===== src/strap_pkg.sv =====
// Package for the strap latch: control bit positions, codes, defaults.
// Assumes a single core clock domain; no bus, bits are plain ports.
package strap_pkg;

   // ------------------------------------------------------------
   // Management address
   // ------------------------------------------------------------
   localparam int          MGMT_ADDR_W      = 5;
   localparam int          MGMT_STRAP_W     = 3;
   localparam logic [1:0]  MGMT_ADDR_HI_RST = 2'h0;
   localparam logic [2:0]  MGMT_ADDR_DFLT   = 3'h1;

   // ------------------------------------------------------------
   // Control register 0h bit positions
   // ------------------------------------------------------------
   localparam int          CTRL_W           = 16;
   localparam int          CTRL_DUPLEX_BIT  = 8;
   localparam int          CTRL_ISO_BIT     = 10;
   localparam int          CTRL_ANEG_BIT    = 12;
   localparam int          CTRL_SPEED_BIT   = 13;
   localparam int          BCAST_OFF_BIT    = 9;  // In register 16h

   // ------------------------------------------------------------
   // Interface mode strap codes
   // ------------------------------------------------------------
   localparam logic [2:0]  IFMODE_MII       = 3'h0;
   localparam logic [2:0]  IFMODE_B2B       = 3'h6;

   // ------------------------------------------------------------
   // Strap defaults (internal pull levels)
   // ------------------------------------------------------------
   localparam logic        ISO_DFLT         = 1'b0;
   localparam logic        SPEED_DFLT       = 1'b1;
   localparam logic        DUPLEX_DFLT      = 1'b1;
   localparam logic        ANEG_DFLT        = 1'b1;
   localparam logic        BCAST_OFF_DFLT   = 1'b0;
   localparam logic        NAND_N_DFLT      = 1'b1;
   localparam logic [2:0]  IFMODE_DFLT      = 3'h0;

   // Core clock 25 MHz; no timed figure in this block
   localparam int          CLK_PERIOD_NS    = 40;

   typedef enum logic [1:0] {
      IFM_MII,
      IFM_B2B,
      IFM_RSVD
   } ifmode_t;

endpackage : strap_pkg


===== src/strap_sync_if.sv =====
// Interface carrying raw strap pin levels to the synchroniser and back.
// Assumes both ends sit on core_clk.
`timescale 1ns/1ns
interface strap_sync_if #(parameter int W = 12);
   logic [W-1:0] raw;
   logic [W-1:0] synced;
   modport src  (output raw, input synced);
   modport sync (input raw, output synced);
endinterface : strap_sync_if


===== src/strap_sync.sv =====
// Two flip-flop synchroniser for a bus of independent strap levels.
// Assumes each bit is a quasi-static level, so no bus coherence needed.
`timescale 1ns/1ns
module strap_sync
(
   input  wire logic  core_clk,
   input  wire logic  srst,
   strap_sync_if.sync sif
);
   localparam int W = $bits(sif.raw);

   logic [W-1:0] meta_q;
   logic [W-1:0] sync_q;

   // ------------------------------------------------------------
   // Synchroniser stages
   // ------------------------------------------------------------
   // First stage feeds only the second; reset to zero is harmless
   // because the strap capture waits for the third edge after reset release
   always_ff @(posedge core_clk)
   begin
      if (srst)
      begin
         meta_q <= '0;
         sync_q <= '0;
      end
      else
      begin
         meta_q <= sif.raw;
         sync_q <= meta_q;
      end
   end

   assign sif.synced = sync_q;

endmodule : strap_sync


===== src/phy_strap_latch.sv =====
// Strap latch: captures configuration pin levels when reset releases.
// Assumes srst is the chip reset already synchronous to core_clk, and
// strap pins are asynchronous levels passed through two flip-flops.
`timescale 1ns/1ns

// Overview of operation
// - Sample straps at reset release, use them
// - Low three address bits from straps
// - Upper two address bits fixed at zero
// - Address zero broadcast unless disabled
// - Decode interface mode; flag reserved codes
// - Isolate strap loads control bit 10
// - Speed strap loads bit 13, advertisement
// - Duplex strap loads bit 8
// - Autoneg strap loads bit 12
// - NAND tree only when strap low
// - Pins input until straps captured, output after
module phy_strap_latch
(
   input  wire logic                    core_clk,
   input  wire logic                    srst,
   // Strap pin levels, asynchronous
   input  wire logic [2:0]              mgmt_addr_strap,
   input  wire logic [2:0]              ifmode_strap,
   input  wire logic                    iso_strap,
   input  wire logic                    speed_strap,
   input  wire logic                    duplex_strap,
   input  wire logic                    autoneg_en_strap,
   input  wire logic                    bcast_disable_strap,
   input  wire logic                    nand_tree_n_strap,
   // Software overrides from the register block
   input  wire logic                    ctrl_wr,
   input  wire logic [15:0]             ctrl_wdata,
   input  wire logic                    bcast_off_wr,
   input  wire logic                    bcast_off_wdata,
   input  wire logic                    adv_speed_wr,
   input  wire logic                    adv_speed_wdata,
   // Normal-function pin drive after reset
   input  wire logic [11:0]             func_pin_out,
   output logic [11:0]                  strap_pin_out,
   output logic [11:0]                  strap_pin_oe,
   // Configuration results
   output logic [4:0]                   mgmt_addr_value,
   output logic                         bcast_addr_en,
   output strap_pkg::ifmode_t           ifmode,
   output logic                         ifmode_rsvd,
   output logic [15:0]                  ctrl_reg,
   output logic                         adv_speed_100,
   output logic                         nand_tree_en,
   output logic                         straps_valid
);

   // Twelve strap levels: address 3, mode 3, six single bits
   localparam int NSTRAP = 12;

   // Decoded mode values, named for the selection further down
   localparam strap_pkg::ifmode_t IFMC_MII  = strap_pkg::IFM_MII;
   localparam strap_pkg::ifmode_t IFMC_B2B  = strap_pkg::IFM_B2B;
   localparam strap_pkg::ifmode_t IFMC_RSVD = strap_pkg::IFM_RSVD;

   strap_sync_if #(.W(NSTRAP)) sif ();

   logic         rst_d1_q;
   logic         capture;
   logic [2:0]   addr_q;
   logic [2:0]   mode_q;
   logic         bcast_off_q;
   logic         nand_n_q;
   logic         valid_q;
   logic [15:0]  ctrl_q;
   logic         adv_q;
   logic [2:0]   s_addr;
   logic [2:0]   s_mode;
   logic         s_iso;
   logic         s_speed;
   logic         s_duplex;
   logic         s_aneg;
   logic         s_bcast;
   logic         s_nand_n;
   logic [15:0]  ctrl_strap;
   logic         mode_is_mii;
   logic         mode_is_b2b;

   // ------------------------------------------------------------
   // Pin synchronisation
   // ------------------------------------------------------------
   assign sif.raw = {mgmt_addr_strap, ifmode_strap, iso_strap,
                     speed_strap, duplex_strap, autoneg_en_strap,
                     bcast_disable_strap, nand_tree_n_strap};

   strap_sync u_sync
   (
      .core_clk (core_clk),
      .srst     (srst),
      .sif      (sif.sync)
   );

   // Field split of the synchronised strap bus
   // Bit order matches the concatenation above, address on top
   assign s_addr   = sif.synced[11:9];
   assign s_mode   = sif.synced[8:6];
   assign s_iso    = sif.synced[5];
   assign s_speed  = sif.synced[4];
   assign s_duplex = sif.synced[3];
   assign s_aneg   = sif.synced[2];
   assign s_bcast  = sif.synced[1];
   assign s_nand_n = sif.synced[0];

   // ------------------------------------------------------------
   // Reset release detection
   // ------------------------------------------------------------
   // Synchroniser is flushed by srst, so right after the release it
   // still holds zeros: pins seen at the first low edge reach the
   // second stage only after the second edge. Capture fires on the
   // third edge; one edge sooner it would latch the flushed zeros.
   logic rst_d2_q;
   logic rst_d3_q;

   always_ff @(posedge core_clk)
   begin
      rst_d1_q <= srst;
      rst_d2_q <= rst_d1_q;
      rst_d3_q <= rst_d2_q;
   end

   // One-cycle strobe, high between the second and third edges
   assign capture = !srst && !rst_d1_q && !rst_d2_q && rst_d3_q;

   // Control register image built from strap levels
   always_comb
   begin
      ctrl_strap = 16'h0000;
      ctrl_strap[strap_pkg::CTRL_ISO_BIT]    = s_iso;
      ctrl_strap[strap_pkg::CTRL_SPEED_BIT]  = s_speed;
      ctrl_strap[strap_pkg::CTRL_DUPLEX_BIT] = s_duplex;
      ctrl_strap[strap_pkg::CTRL_ANEG_BIT]   = s_aneg;
   end

   // ------------------------------------------------------------
   // Capture and hold
   // ------------------------------------------------------------
   // Defaults apply during reset and until the capture edge;
   // afterwards values only change by software writes.
   always_ff @(posedge core_clk)
   begin
      if (srst)
      begin
         addr_q      <= strap_pkg::MGMT_ADDR_DFLT;
         mode_q      <= strap_pkg::IFMODE_DFLT;
         bcast_off_q <= strap_pkg::BCAST_OFF_DFLT;
         nand_n_q    <= strap_pkg::NAND_N_DFLT;
         valid_q     <= 1'b0;
      end
      else if (capture)
      begin
         addr_q      <= s_addr;
         mode_q      <= s_mode;
         bcast_off_q <= s_bcast;
         nand_n_q    <= s_nand_n;
         valid_q     <= 1'b1;
      end
      else if (bcast_off_wr && valid_q)
      begin
         bcast_off_q <= bcast_off_wdata;
      end
   end

   // Control bits: strap first, then software owns them
   // Capture and write never meet: valid_q is low on the capture edge
   always_ff @(posedge core_clk)
   begin
      if (srst)
      begin
         ctrl_q <= 16'h0000;
         ctrl_q[strap_pkg::CTRL_SPEED_BIT]  <= strap_pkg::SPEED_DFLT;
         ctrl_q[strap_pkg::CTRL_DUPLEX_BIT] <= strap_pkg::DUPLEX_DFLT;
         ctrl_q[strap_pkg::CTRL_ANEG_BIT]   <= strap_pkg::ANEG_DFLT;
         ctrl_q[strap_pkg::CTRL_ISO_BIT]    <= strap_pkg::ISO_DFLT;
         adv_q  <= strap_pkg::SPEED_DFLT;
      end
      else if (capture)
      begin
         ctrl_q <= ctrl_strap;
         adv_q  <= s_speed;
      end
      else
      begin
         if (ctrl_wr && valid_q)
            ctrl_q <= ctrl_wdata;
         if (adv_speed_wr && valid_q)
            adv_q <= adv_speed_wdata;
      end
   end

   // ------------------------------------------------------------
   // Decoded outputs
   // ------------------------------------------------------------
   // Upper address bits carry no strap in this package variant
   assign mgmt_addr_value = {strap_pkg::MGMT_ADDR_HI_RST, addr_q};
   // Zero answers as broadcast unless turned off by strap or write
   assign bcast_addr_en   = !bcast_off_q;
   // Only two codes are defined; every other code reads as reserved
   assign mode_is_mii     = (mode_q == strap_pkg::IFMODE_MII);
   assign mode_is_b2b     = (mode_q == strap_pkg::IFMODE_B2B);
   assign ifmode          = mode_is_mii ? IFMC_MII
                          : mode_is_b2b ? IFMC_B2B
                          : IFMC_RSVD;
   assign ifmode_rsvd     = (ifmode == strap_pkg::IFM_RSVD);
   assign ctrl_reg        = ctrl_q;
   assign adv_speed_100   = adv_q;
   // Active-low strap: test mode only on a captured low level
   assign nand_tree_en    = valid_q && !nand_n_q;
   assign straps_valid    = valid_q;

   // ------------------------------------------------------------
   // Pin direction
   // ------------------------------------------------------------
   // Held as inputs until straps are taken, so the board pulls
   // are never fought by our own drivers.
   // Limitation: one enable for all twelve pins, no per-pin control.
   assign strap_pin_oe  = valid_q ? 12'hfff : 12'h000;
   assign strap_pin_out = valid_q ? func_pin_out : 12'h000;

endmodule : phy_strap_latch


===== config.mk =====
export PLATFORM = sky130hd
export DESIGN_NAME = phy_strap_latch
export DESIGN_NICKNAME = d
export VERILOG_FILES = /design/src/strap_pkg.sv /design/src/strap_sync_if.sv /design/src/strap_sync.sv /design/src/phy_strap_latch.sv
export SDC_FILE = /design/constraint.sdc
export NUM_CORES = 1
export LEC_CHECK = 0
export BUFFER_PORTS_ARGS = -buffer_cell sky130_fd_sc_hd__buf_2
export CORE_ASPECT_RATIO = 0.7
export CORE_MARGIN = 2
export CORE_UTILIZATION = 30
export DETAILED_ROUTE_END_ITERATION = 8
export HOLD_SLACK_MARGIN = 0.08
export MAX_ROUTING_LAYER = met4
export PLACE_DENSITY = 0.58
export SLEW_MARGIN = 15
export SYNTH_ARGS = -nofsm -noshare
export SYNTH_HDL_FRONTEND = slang
export SYNTH_SLANG_ARGS = --single-unit
export TNS_END_PERCENT = 20

===== constraint.sdc =====
create_clock -name core_clk -period 2.9 [get_ports core_clk]
set_clock_uncertainty 0.05 [all_clocks]
set_input_delay 0.435 -clock core_clk [delete_from_list [all_inputs] [get_ports core_clk]]
set_output_delay 0.435 -clock core_clk [all_outputs]
set_load 0.005 [all_outputs]

Yosys cells after proc, flatten, opt, wreduce, memory -nomap -nowiden
Index checks and enable logic that the tools add are counted.
{"block": "op_classes", "mux": 10, "eq_ne": 2, "n_reduce_logical": 17}
{"op": "14-bit two-way mux", "n": 2}
{"op": "12-bit two-way mux", "n": 2}
{"op": "1-bit logical AND", "n": 7}
{"op": "2-bit nonzero test", "n": 3}
{"op": "1-bit zero test", "n": 5}
{"op": "1-bit two-way mux", "n": 4}
{"op": "2-bit two-way mux", "n": 2}
{"op": "3-bit == test, second input constant", "n": 1}
{"op": "3-bit zero test", "n": 1}
{"op": "2-bit == test, second input constant", "n": 1}
{"op": "2-bit OR reduction", "n": 1}
{"block": "word_totals", "wordCells": 42, "in_bits": 47, "ff_bits": 53}

Longest topological paths before layout
{"block": "logic_depth", "word_depth": 5, "mapped_depth": 6}

Modules after synthesis
Synthesis repeated with hierarchy kept, for this count alone.
{"block": "unflattened", "cells_unflattened": 195, "hier_area_um2": 1959.4}
{"mod": "phy_strap_latch", "n_inst": 1, "seq_area_each_um2": 580.6, "area_per_inst_um2": 1266.2, "cells_each": 145}
{"mod": "strap_sync", "n_inst": 1, "seq_area_each_um2": 480.5, "area_per_inst_um2": 693.2, "cells_each": 50}

Least setup slack after synthesis
Ideal clock, no wire load.
{"block": "synth_timing", "path_type": "reg2out", "startpoint": "register valid_q (netlist: straps_valid)", "endpoint": "output strap_pin_out[0]", "arrival_ns": 1.099, "t_required_ns": 2.415, "n_path_buf": 2, "path_stages_with_launch": 4, "path_slack_ns": 1.316, "cell_sequence": "dfxtp_1 -> clkbuf_2 -> clkbuf_1 -> and2_1"}
{"block": "synth_between", "elab_chain_cells": 1}
{"item": "start: declaration", "line": "phy_strap_latch.sv:69", "rtl": "logic valid_q;"}
{"item": "start signal: assignment", "line": "phy_strap_latch.sv:152", "rtl": "valid_q <= 1'b0;"}
{"item": "start signal: assignment", "line": "phy_strap_latch.sv:160", "rtl": "valid_q <= 1'b1;"}
{"item": "12-bit two-way mux", "line": "phy_strap_latch.sv:222", "rtl": "assign strap_pin_out = valid_q ? func_pin_out : 12'h000;"}
{"item": "end: declaration", "line": "phy_strap_latch.sv:40", "rtl": "output logic [11:0] strap_pin_out,"}
Every way passes these cells.

Final worst setup path
{"block": "layout_timing", "startpoint": "register valid_q (netlist: straps_valid)", "endpoint": "output strap_pin_out[1]"}
The elaborated chain is that of the path after synthesis.

==> summary.txt <==
Global routing
  – GRT met1 Usage: 13.61%
  – GRT Resource Usage Total: 11.51%
  – Largest net degree at the start of global routing: 30
  – Most Crowded Layer GR: met2
  – GR Layer Usage met2: 19.14%
  – Vias in the first global route: 1336
  – Initial antenna violation count: 0
  – First-pass GRT wire length: 6189 um
  – M3 GR Usage: 3.403%
  – Gr ovfl total: 0

Min path
  – Hold Path Origin: ifmode_strap[2]
  – Hold Crit Endpoint: u_sync.meta_q[8]
  – Hold Path Stages: 2
  – Worst hold path class: in2reg

Timing
  – Max Freq: 0.5975 GHz
  – Post-route setup TNS: 0 ps
  – Tcrit/Tclk final: 57.71%
  – Finish-stage setup viols: 0
  – Worst-Margin Slew: 634.2 ps
  – Unrepaired setup endpoints after global routing: no
  – Min Tclk post-route: 1674 ps
  – Relative slew slack: 57.57%
  – Fin. Hold Viols: 0
  – Pins Over Slew Limit: 0

Setup path
  – Slowest CP cell: dfxtp_1
  – CP cell instances: buf_4, and2_1, buf_2
  – Crit Reg-Reg Startpoint: straps_valid
  – CP Data Arrival Time: 1190 ps
  – Reg2reg setup slack: 1320 ps
  – Crit path required time: 2410 ps
  – RR Endpoint: ctrl_reg[10]
  – Worst-path fanout max: 28
  – Worst r2r path cells: 4
  – Setup CP Type: reg2out
  – Slowest stage delay, CP: 390 ps
  – Worst setup EP type: output pin
  – Worst setup SP type: register

Cells and area
  – Commonest non-fill, non-tap cells in the layout: buf_2, dfxtp_1, nand2_1, nor2b_1, a21oi_1
  – Commonest non-fill, non-tap cell in the layout: buf_2
  – Largest register FFs: 16
  – Synthesis-to-finish area growth: 28.71%
  – Share of layout cells above drive strength 1: 39.49%
  – # fillers: 640
  – Antenna diode count: 0
  – Final #Nets: 322
  – Final cell utilization of the core: 39.63%

Clocking
  – Clock Latency Late Sink: 290 ps
  – Hold buffers post-CTS: 0
  – Clock Sinks: 53
  – CTS max path bufs: 2
  – Clock Pin Slew Worst Setup and Hold Paths: 90 ps
  – CTS buffer count: 5
  – Htree depth: 2
  – CTS tree: yes
  – Root Driver: clkbuf_8
  – CTS resizes: 0
  – Post CTS Setup Buffer Count: 0

Logic synthesis
  – Sequential fraction of the synthesis area: 55.97%
  – Netlist cell types: 29
  – Ys flop type: dfxtp_1
  – Syn_area_per_cell: 9.771 um^2
  – Mapped Area: 0.001896 mm^2
  – Synth area leader: dfxtp_1
  – Syn Inst Count: 194
  – Post-synth EDFFs: 0
  – Synth Warn #: 0
  – Top cell type's share of synthesized area: 55.97%
  – #FFs+latches synth: 53
  – Area contributors post-synth: dfxtp_1, nor2b_1, nand2_1
  – Synth async-reset ratio: 0%

Drt
  – DR vias: 1443
  – DRC Markers: 0
  – TritonRoute pass-1 iters: 4
  – Drt total wl: 3915 um
  – Vias per cell: 4.076
  – Starting DRC count in detailed routing: 46
  – Routed length per placed instance: 11.06 um
  – Antenna Nets Post-Route: 0

Power
  – Pwr/cell area: 572.4 mW/mm^2
  – Leakage power: 0.001180 uW
  – IR Drop Worst-Case VDD: 0.0003001 V

Floorplanning
  – Initial Util: 30.79%
  – Row count: 24
  – Floorplan core area: 0.006156 mm^2
  – Ports: 99
  – Die Wd: 99.01 um
  – Die area: 0.006980 mm^2
  – DIE HEIGHT: 70.51 um

Job
  – Number of max-cap violations: 0

Placement
  – HPWL Detailed: 2967 um
  – Port bufs: 96
  – Placer Congestion: 0.7639

Status
  – Outcome: finished, final reports clean
-- Yosys cell counts, types with 2 or more instances --
| master | number |
|---|---|
| o22a_1 | 2 |
| and2_1 | 13 |
| clkbuf_1 | 5 |
| buf_2 | 2 |
| buf_4 | 15 |
| nand2_1 | 33 |
| nor2b_1 | 24 |
| inv_1 | 2 |
| nor2_1 | 7 |
| a21oi_1 | 14 |
| a22o_1 | 5 |
| a31oi_1 | 3 |
| dfxtp_1 | 53 |
-- critical path: cells and delay by family (launching register included) --
| family | cells | cell delay, ps |
|---|---|---|
| flip-flops | 1 | 390 |
| buffers and inverters | 2 | 350 |
| AND/OR/NAND/NOR | 1 | 150 |
-- kinds of logic (layout without fill, tap and decap cells) --
family                 after synthesis  after routing  synth area share, %
buffers and inverters               27            108                9.505
other                                1              2               0.1978
multiplexers                         1              1               0.5281
XOR/XNOR                             1              1               0.4621
flip-flops                          53             53                55.97
AO/OA/AOI/OAI                       28             28                9.439
AND/OR/NAND/NOR                     83             83                23.89
-- where the power goes --
part / switching [uW] / internal, uW / total, uW
Clock: 224 / 281 / 504
Combinational: 56.9 / 64.9 / 122
Sequential: 12.5 / 758 / 770
Total: 293 / 1100 / 1400
-- layout make-up --
class | count | area (um^2) | area share [%]
Clock inverter | 2 | 37.54 | 1.538
Timing Repair Buffer | 98 | 495.5 | 20.31
Tap cell | 78 | 97.59 | 4.000
Clock buffer | 6 | 82.58 | 3.385
Sequential cell | 53 | 1061 | 43.49
Multi-Input combinational cell | 115 | 658.1 | 26.97
Inverter | 2 | 7.507 | 0.3077
-- stage by stage --
step | power [uW] | hold WS [ps] | area, um^2 | instances | worst slack, ps
5_1_grt | 1462 | 277.1 | 2440 | 354 | 1105
2_1_floorplan | 860.2 | 331.6 | 1899 | 195 | 1316
3_5_place_dp | 911.9 | 346.8 | 2320 | 346 | 1191
4_1_cts | 1415 | 285.1 | 2440 | 354 | 1200
6_report | 1396 | 291.3 | 2440 | 354 | 1226
3_3_place_gp | 910.9 | 347.3 | 2320 | 346 | 1229
-- worst max path at each step --
stage / slack [ps] / to / cells after the start / startpoint
global route: 1110 / ctrl_reg[10] / 4 / straps_valid
detailed placement: 1190 / addr_q[2] / 4 / srst
finish: 1230 / strap_pin_out[1] / 3 / straps_valid
CTS: 1200 / strap_pin_out[1] / 3 / straps_valid
floorplan: 1320 / strap_pin_out[0] / 3 / straps_valid
global placement: 1230 / mode_q[2] / 4 / srst
-- routing by layer --
layer / up-vias / share of wire, % / wire (um)
li1: 765 / - / -
met4: 0 / 0.61 / 24
met1: 615 / 45 / 1751
met5: - / 0 / 0
met2: 59 / 46 / 1797
met3: 4 / 8.7 / 342
Power figures use the tool's default switching activity.
